[config.mk]
export PLATFORM = sky130hd
export DESIGN_NAME = eecsc_top
export DESIGN_NICKNAME = d
export VERILOG_FILES = /design/src/eecsc_top.v
export VERILOG_INCLUDE_DIRS = /design/src
export SDC_FILE = /design/constraint.sdc
export NUM_CORES = 1
export LEC_CHECK = 0
export ABC_AREA = 0
export BUFFER_PORTS_ARGS = -buffer_cell sky130_fd_sc_hd__clkbuf_2
export CAP_MARGIN = 10
export CORE_UTILIZATION = 53
export DETAILED_ROUTE_END_ITERATION = 12
export PLACE_DENSITY_LB_ADDON = 0.12
export SYNTH_ARGS = -nofsm -noshare
export SYNTH_HDL_FRONTEND = slang
export SYNTH_SLANG_ARGS = --single-unit
[constraint.sdc]
create_clock -name sys_clk -period 2.3 [get_ports sys_clk]
set_input_delay 0.575 -clock sys_clk [delete_from_list [all_inputs] [get_ports sys_clk]]
set_output_delay 0.575 -clock sys_clk [all_outputs]
set_load 0.005 [all_outputs]
[src/eecsc_regs.vh]
/*
  Register offsets, field positions, reset values and command codes
  for the EEPROM command and status controller.
  Assumes an 8-bit register port with byte offsets as printed.
*/
`ifndef EECSC_REGS_VH
`define EECSC_REGS_VH

`define EECSC_ADDR_W 4
`define EECSC_OFF_DIVIDER 4'h0
`define EECSC_OFF_IRQCFG 4'h3
`define EECSC_OFF_STATUS 4'h5
`define EECSC_OFF_CMD 4'h6
`define EECSC_OFF_RSVD3 4'h7

`define EECSC_ST_BEF 7
`define EECSC_ST_CCF 6
`define EECSC_ST_PVF 5
`define EECSC_ST_AEF 4
`define EECSC_ST_BLANK 2
`define EECSC_ST_FAIL 1
`define EECSC_ST_DONE 0

`define EECSC_CFG_BEIE 7
`define EECSC_CFG_COMMAND_COMPLETE_IRQ_ENABLE 6
`define EECSC_DIV_LOADED 7

`define EECSC_CMD_MASK 8'h65
`define EECSC_CMD_VERIFY 8'h05
`define EECSC_CMD_PROGRAM 8'h20
`define EECSC_CMD_SECT_ERASE 8'h40
`define EECSC_CMD_MASS_ERASE 8'h41
`define EECSC_CMD_SECT_MODIFY 8'h60

`define EECSC_RST_DIVIDER 7'h00
`define EECSC_RST_CMD 8'h00

`endif

[src/eecsc_top.v]
/*
  EEPROM command and status controller: command sequence tracking,
  two-stage command buffer, status flags and interrupt requests.
  Assumes a synchronous 8-bit register port, an array-write strobe
  from the bus decoder, and an array engine answering with op_done.
*/
// Behaviour
// - buffer empty flag bit 7, write-one launches, clears only if engine busy
// - zero write mid-sequence aborts, sets access error
// - zero write when idle does nothing
// - buffer empty with enable requests interrupt
// - complete flag bit 6, cleared on launch
// - no complete pulse when pending taken
// - complete flag read-only, enabled interrupt
// - protection violation bit 5, write-one clears
// - protection violation blocks launch
// - access error on sequence, code, stop
// - access error write-one clears, blocks launch
// - blank bit 2 on clean verify
// - special mode fail bit 1 clears by one
// - special mode done bit 0 shows idle
// - normal mode other bits read zero
// - command register keeps bits 6,5,2,0
// - five valid command codes accepted
// - other command codes set access error
// - reserved offset 7 reads zero
// - no execution before divider written
`timescale 1ns/1ps
`default_nettype none
`include "eecsc_regs.vh"

module eecsc_top #(
  parameter ADDR_W = `EECSC_ADDR_W
) (
  // clock and reset
  input wire sys_clk,
  input wire resetn,
  // register port
  input wire [ADDR_W-1:0] reg_addr,
  input wire [7:0] reg_wdata,
  input wire reg_wr,
  input wire reg_rd,
  output reg [7:0] reg_rdata,
  // array side
  input wire array_word_wr,
  input wire array_protected,
  input wire special_mode,
  input wire cpu_stop,
  output reg op_start,
  output reg [7:0] op_cmd,
  input wire op_done,
  input wire op_verify_blank,
  // interrupts and divider
  output reg buf_empty_irq,
  output reg cmd_complete_irq,
  output reg [6:0] timebase_divider
);

  // sequence states
  localparam SEQ_IDLE = 3'b001;
  localparam SEQ_WORD = 3'b010;
  localparam SEQ_CMD = 3'b100;

  reg [2:0] seq_q;
  reg [2:0] seq_d;
  reg buffer_empty_flag_q;
  reg command_complete_flag_q;
  reg protection_violation_flag_q;
  reg access_error_flag_q;
  reg blank_q;
  reg fail_q;
  reg div_loaded_q;
  reg beie_q;
  reg command_complete_irq_enable_q;
  reg [7:0] command_code_q;
  reg pend_q;
  reg [7:0] pend_cmd_q;
  reg active_q;

  function is_valid_cmd;
    input [7:0] c;
    begin
      is_valid_cmd = (c == `EECSC_CMD_VERIFY) ||
        (c == `EECSC_CMD_PROGRAM) || (c == `EECSC_CMD_SECT_ERASE) ||
        (c == `EECSC_CMD_MASS_ERASE) || (c == `EECSC_CMD_SECT_MODIFY);
    end
  endfunction

  function is_prog_erase;
    input [7:0] c;
    begin
      is_prog_erase = (c != `EECSC_CMD_VERIFY);
    end
  endfunction

  wire wr_status = reg_wr && (reg_addr == `EECSC_OFF_STATUS);
  wire wr_cmd = reg_wr && (reg_addr == `EECSC_OFF_CMD);
  wire wr_cfg = reg_wr && (reg_addr == `EECSC_OFF_IRQCFG);
  wire wr_div = reg_wr && (reg_addr == `EECSC_OFF_DIVIDER);
  wire bef_one = wr_status && reg_wdata[`EECSC_ST_BEF];
  wire bef_zero = wr_status && !reg_wdata[`EECSC_ST_BEF];
  wire [7:0] cmd_masked = reg_wdata & `EECSC_CMD_MASK;
  wire errs = protection_violation_flag_q || access_error_flag_q;

  // launch attempt in the command step
  wire launch_try = bef_one && (seq_q == SEQ_CMD);
  // refused launches: errors pending or divider never written
  wire launch_ok = launch_try && !errs && div_loaded_q;
  wire launch_prot = launch_ok && is_prog_erase(command_code_q) &&
    array_protected;
  wire launch_go = launch_ok && !launch_prot;

  // sequence violations: out-of-order accesses abort the sequence
  wire bad_word = array_word_wr && (seq_q != SEQ_IDLE);
  wire bad_cmd = wr_cmd && (seq_q != SEQ_WORD);
  wire bad_code = wr_cmd && (seq_q == SEQ_WORD) &&
    !is_valid_cmd(cmd_masked);
  wire bad_launch = bef_one && (seq_q == SEQ_WORD);
  wire abort0 = bef_zero && (seq_q != SEQ_IDLE);
  wire bad_stop = cpu_stop && !command_complete_flag_q;
  wire set_acc = bad_word || bad_cmd || bad_code || bad_launch ||
    abort0 || bad_stop || (launch_try && !launch_ok && !errs);

  // engine slot: buffered command moves on when the active one ends
  wire fetch = pend_q && (!active_q || op_done);
  wire idle_next = !active_q || op_done;

  always @* begin
    seq_d = seq_q;
    case (seq_q)
      SEQ_IDLE: begin
        if (array_word_wr && buffer_empty_flag_q && !errs)
          seq_d = SEQ_WORD;
      end
      SEQ_WORD: begin
        if (wr_cmd && is_valid_cmd(cmd_masked))
          seq_d = SEQ_CMD;
        if (bad_word || bad_code || bad_launch || abort0)
          seq_d = SEQ_IDLE;
      end
      SEQ_CMD: begin
        if (bef_one || abort0 || bad_word || bad_cmd)
          seq_d = SEQ_IDLE;
      end
      default: seq_d = SEQ_IDLE;
    endcase
  end

  always @(posedge sys_clk or negedge resetn) begin
    if (!resetn) begin
      seq_q <= SEQ_IDLE;
      buffer_empty_flag_q <= 1'b1;
      command_complete_flag_q <= 1'b1;
      protection_violation_flag_q <= 1'b0;
      access_error_flag_q <= 1'b0;
      blank_q <= 1'b0;
      fail_q <= 1'b0;
      div_loaded_q <= 1'b0;
      beie_q <= 1'b0;
      command_complete_irq_enable_q <= 1'b0;
      command_code_q <= `EECSC_RST_CMD;
      pend_q <= 1'b0;
      pend_cmd_q <= `EECSC_RST_CMD;
      active_q <= 1'b0;
      op_start <= 1'b0;
      op_cmd <= `EECSC_RST_CMD;
      timebase_divider <= `EECSC_RST_DIVIDER;
      buf_empty_irq <= 1'b0;
      cmd_complete_irq <= 1'b0;
      reg_rdata <= 8'h00;
    end else begin
      seq_q <= seq_d;
      op_start <= 1'b0;
      // divider is write-once after reset
      if (wr_div && !div_loaded_q) begin
        div_loaded_q <= 1'b1;
        timebase_divider <= reg_wdata[6:0];
      end
      if (wr_cfg) begin
        beie_q <= reg_wdata[`EECSC_CFG_BEIE];
        command_complete_irq_enable_q <= reg_wdata[`EECSC_CFG_COMMAND_COMPLETE_IRQ_ENABLE];
      end
      if (wr_cmd && seq_q == SEQ_WORD)
        command_code_q <= cmd_masked;
      // error flags: set beats a same-cycle clear
      if (launch_prot)
        protection_violation_flag_q <= 1'b1;
      else if (wr_status && reg_wdata[`EECSC_ST_PVF])
        protection_violation_flag_q <= 1'b0;
      if (set_acc)
        access_error_flag_q <= 1'b1;
      else if (wr_status && reg_wdata[`EECSC_ST_AEF])
        access_error_flag_q <= 1'b0;
      // buffer: launch loads pending slot while engine busy, else starts engine directly; fetch frees it
      if (launch_go) begin
        pend_q <= 1'b1;
        pend_cmd_q <= command_code_q;
        blank_q <= 1'b0;
      end else if (fetch) begin
        pend_q <= 1'b0;
      end
      // buffer is full only while a launched command waits for fetch
      if (launch_go && !fetch && active_q && !op_done)
        buffer_empty_flag_q <= 1'b0;
      else if (launch_go && pend_q && !fetch)
        buffer_empty_flag_q <= 1'b0;
      else if (fetch || (!pend_q && !launch_go))
        buffer_empty_flag_q <= 1'b1;
      if (fetch) begin
        active_q <= 1'b1;
        op_start <= 1'b1;
        op_cmd <= pend_cmd_q;
      end else if (op_done) begin
        active_q <= 1'b0;
      end
      if (launch_go && !pend_q && idle_next) begin
        active_q <= 1'b1;
        op_start <= 1'b1;
        op_cmd <= command_code_q;
        pend_q <= 1'b0;
      end
      // complete only when nothing active and nothing pending
      if (launch_go)
        command_complete_flag_q <= 1'b0;
      else if (op_done && !pend_q)
        command_complete_flag_q <= 1'b1;
      if (op_done && op_cmd == `EECSC_CMD_VERIFY) begin
        if (op_verify_blank)
          blank_q <= 1'b1;
        else if (special_mode)
          fail_q <= 1'b1;
      end else if (special_mode && wr_status &&
                   reg_wdata[`EECSC_ST_FAIL]) begin
        fail_q <= 1'b0;
      end
      buf_empty_irq <= beie_q && buffer_empty_flag_q;
      cmd_complete_irq <= command_complete_irq_enable_q && command_complete_flag_q;
      reg_rdata <= 8'h00;
      if (reg_rd) begin
        case (reg_addr)
          `EECSC_OFF_DIVIDER:
            reg_rdata <= {div_loaded_q, timebase_divider};
          `EECSC_OFF_IRQCFG:
            reg_rdata <= {beie_q, command_complete_irq_enable_q, 6'h00};
          `EECSC_OFF_STATUS:
            reg_rdata <= {buffer_empty_flag_q, command_complete_flag_q,
              protection_violation_flag_q, access_error_flag_q, 1'b0,
              blank_q, special_mode & fail_q,
              special_mode & !active_q};
          `EECSC_OFF_CMD:
            reg_rdata <= command_code_q;
          `EECSC_OFF_RSVD3:
            reg_rdata <= 8'h00;
          default:
            reg_rdata <= 8'h00;
        endcase
      end
    end
  end

endmodule
`default_nettype wire

==> results.json <==
{
  "route.detailed.vias_per_inst": 5.80,
  "n_fill_cell": 298,
  "crit_cells": 4,
  "setup_tns_ns": 0,
  "synth.distinct_cells": 51,
  "first_iter_violations": 109,
  "grt_start_max_net_pins": 24,
  "area_used_by_multi_input_combinational_logic_um2": 988,
  "cts_post_setup_buffers_inserted": 0,
  "postLayoutSetupSlackWorst_ns": 0.381,
  "unrepaired_setup_endpoints_after_global_routing": "no",
  "rrSetupSlack_ns": 0.38,
  "worst_slew_pin_slew_ns": 0.575,
  "syn_inst": 203,
  "setup.worst_path.class": "reg -> reg",
  "data_required_time_of_the_worst_path_ns": 2.49,
  "crit_slowest_cell": "sky130_fd_sc_hd__or3_4",
  "via_count_of_the_first_global_routing_pass": 1637,
  "die-width_um": 66.1,
  "clk_root_buffer_cell": "sky130_fd_sc_hd__clkbuf_8",
  "start_kind": "flip-flop",
  "dp_hpwl_um": 3560,
  "worst_clk_skew_ns": 0.00499,
  "synth.ff_latch_count": 44,
  "crit-reg2reg-launch": "seq_q[1]",
  "cp_top_family": "simple AND/OR/NAND/NOR gates",
  "dominantRegCellSynth": "sky130_fd_sc_hd__dfrtp_1",
  "timing.max_cap.violations": 0,
  "route.layer.met1.wl_um": 2290,
  "final.min_clock_period_ns": 1.92,
  "met2RoutedLength_um": 2090,
  "avgSynthCellArea_um2": 10.7,
  "slew_violations": 0,
  "max_clock_freq_mhz": 521,
  "insertion_delay_ns": 0.30,
  "layout_commonest_cell": "sky130_fd_sc_hd__clkbuf_2",
  "finalHoldViolCount": 0,
  "worst_setup_hold_path_clk_slew_ns": 0.08,
  "post_route_drc_violation_count": 0,
  "gates_resized_cts_repair": 0,
  "cts-root-to-sink-buffers": 2,
  "cpPeakStageDelay_ns": 0.47,
  "setup.worst_path.end_class": "flip-flop",
  "clock-sinks": 44,
  "timing.max_slew.rel_slack_pct": 61.7,
  "post_synth_instance_area_mm2": 0.00218,
  "critical_path.endpoint": "pend_cmd_q[2]",
  "clock_tree.htree_level_count": 2,
  "power_per_cell_area_mw_per_mm2": 668,
  "layout.area.seq_mm2": 0.00110,
  "detail-route-antenna-nets": 0,
  "crit-reg2reg-capture": "pend_cmd_q[2]",
  "cp.arrival_ns": 2.11,
  "setup-violations-final": 0,
  "finalPower_mw": 1.71,
  "wirelength_um": 4790,
  "worst_hold_slack_ns": 0.257,
  "drt_first_pass_iters": 4,
  "status": "completed",
  "launching_instance_or_port_of_the_critical_path": "seq_q[1]",
  "met3WireLength_um": 330,
  "post_cts_hold_buffer_count": 0,
  "route.top_layer_used": "met4",
  "post_route_cells_drive_above_1_share_pct": 33.1,
  "detailed_route_wire_length_per_cell_um": 16.0,
  "top_level_ports": 48,
  "dieArea_mm2": 0.00437,
  "rows": 22,
  "post_synth_arst_share_pct": 100,
  "place.port_buffers": 43,
  "gp_routability_congestion": 0.816,
  "critical_path.n_buffers_inverters": 0,
  "grt_util_all_layers_pct": 25.9,
  "route.vias.total": 1734,
  "grt_remaining_overflow": 0,
  "r2r_cells": 4,
  "start_util_pct": 57.3,
  "insertedDiodeCount": 0,
  "first_pass_grt_wire_length_um": 8110,
  "p_leak_nw": 1.22,
  "die_y_um": 66.1,
  "hold_path.class": "in -> async",
  "cp_cell_sequence": "nand4bb_1, or3_1, or3_4, mux2_4",
  "sequential_cell_area_fraction_in_the_yosys_report_pct": 50.8,
  "flow.area_growth_from_synthesis_pct": 17.5,
  "synth.yosys.warnings": 0,
  "cts_tree": "yes",
  "post-route-period-util_pct": 83.4,
  "cts_made_buffers": 5,
  "max-vdd-ir-drop_uv": 460,
  "most_used_cells_in_the_layout_excluding_fill_and_tap_cells": "sky130_fd_sc_hd__clkbuf_2, sky130_fd_sc_hd__dfrtp_1, sky130_fd_sc_hd__nor2_1",
  "dpl_worst_slack_ns": 0.208,
  "synth_edf_count": 0,
  "antenna_found_initial": 0,
  "number_of_nets_in_the_final_layout": 272,
  "core-area_mm2": 0.00380,
  "critical_path.max_fanout": 11
}
## worst reg2reg max path, stage by stage, from the launching register on
cell and delay (ns):
sky130_fd_sc_hd__dfrtp_1 0.44, sky130_fd_sc_hd__nand4bb_1 0.21, sky130_fd_sc_hd__or3_1 0.37, sky130_fd_sc_hd__or3_4 0.47
sky130_fd_sc_hd__mux2_4 0.32
## power breakdown
| part | internal [mW] | total (mW) | switching [mW] |
|---|---|---|---|
| Combinational | 0.126 | 0.232 | 0.106 |
| Clock | 0.322 | 0.577 | 0.255 |
| Sequential | 0.840 | 0.898 | 0.0576 |
| Total | 1.29 | 1.71 | 0.419 |
## stage by stage
step / instances / utilization, % / instance area [µm²]
2_1_floorplan: 206 / - / 2190
3_3_place_gp: 291 / 64.5 / 2450
3_5_place_dp: 291 / 64.5 / 2450
4_1_cts: 299 / 67.3 / 2560
5_1_grt: 299 / 67.3 / 2560
6_report: 299 / 67.3 / 2560
## routing by layer
metal,global-route usage (%),vias up
met5,0,-
met4,12.2,0
met3,4.31,8
met2,38.5,70
met1,36.9,827
li1,-,829
## cells by family after synthesis
group / synth area share, %
and+or+nand+nor: 20.1
DFF: 50.8
AOI/OAI and AO/OA: 13.1
muxes: 10.4
buffers and inverters: 4.31
xor gates and xnor gates: 0.805
adders and majority gates: 0.460
other: 0.172
## cell usage after synthesis (2+ instances only)
cell type	instances	area share, %
sky130_fd_sc_hd__a211oi_1	3	1.0
sky130_fd_sc_hd__a21o_1	3	1.0
sky130_fd_sc_hd__a21oi_1	4	0.92
sky130_fd_sc_hd__a221oi_1	3	1.2
sky130_fd_sc_hd__a22o_1	3	1.2
sky130_fd_sc_hd__a22oi_1	2	0.69
sky130_fd_sc_hd__a32oi_1	2	0.81
sky130_fd_sc_hd__and2_1	3	0.86
sky130_fd_sc_hd__buf_2	2	0.46
sky130_fd_sc_hd__buf_4	4	1.4
sky130_fd_sc_hd__clkbuf_1	4	0.69
sky130_fd_sc_hd__dfrtp_1	41	47
sky130_fd_sc_hd__dfstp_2	3	3.6
sky130_fd_sc_hd__inv_1	6	1.0
sky130_fd_sc_hd__mux2_2	16	8.3
sky130_fd_sc_hd__mux2_4	3	2.1
sky130_fd_sc_hd__nand2_1	11	1.9
sky130_fd_sc_hd__nand3_1	5	1.1
sky130_fd_sc_hd__nand4_1	2	0.57
sky130_fd_sc_hd__nor2_1	17	2.9
sky130_fd_sc_hd__nor2b_1	7	2.0
sky130_fd_sc_hd__nor3_1	10	2.3
sky130_fd_sc_hd__nor3b_1	3	1.0
sky130_fd_sc_hd__nor4_1	2	0.57
sky130_fd_sc_hd__o21ai_0	6	1.4
sky130_fd_sc_hd__o22ai_1	2	0.57
sky130_fd_sc_hd__o31ai_1	2	0.69
sky130_fd_sc_hd__or3_1	9	2.6
sky130_fd_sc_hd__or3b_2	2	0.81
sky130_fd_sc_hd__xnor2_1	2	0.81
## sequential cells by signal, summed over array words and instances, names as in the netlist
register and flops:
seq_q 3, command_complete_flag_q 1, pend_q 1, reg_rdata 8, beie_q 1, access_error_flag_q 1, command_code_q 4, command_complete_irq_enable_q 1
active_q 1, protection_violation_flag_q 1, timebase_divider 7, fail_q 1, div_loaded_q 1, buf_empty_irq 1, pend_cmd_q 4, blank_q 1
op_start 1, op_cmd 4, buffer_empty_flag_q 1, cmd_complete_irq 1
## how the worst min path moves through the flow
stage	startpoint	endpoint	slack [ns]	cells after the start
5_1_grt	resetn	timebase_divider[6]	0.29	1
3_3_place_gp	pend_cmd_q[0]	pend_cmd_q[0]	0.48	1
4_1_cts	resetn	access_error_flag_q	0.27	1
3_5_place_dp	pend_cmd_q[0]	pend_cmd_q[0]	0.49	1
2_1_floorplan	resetn	access_error_flag_q	0.28	0
6_report	resetn	reg_rdata[1]	0.26	1
## cell type report
| class | count | area share, % |
|---|---|---|
| Inverter | 6 | 0.881 |
| Clock inverter | 2 | 1.37 |
| Sequential cell | 44 | 43.2 |
| Clock buffer | 6 | 2.84 |
| Timing Repair Buffer | 49 | 10.7 |
| Multi-Input combinational cell | 144 | 38.7 |
| Tap cell | 48 | 2.35 |
Power figures use the tool's default switching activity.
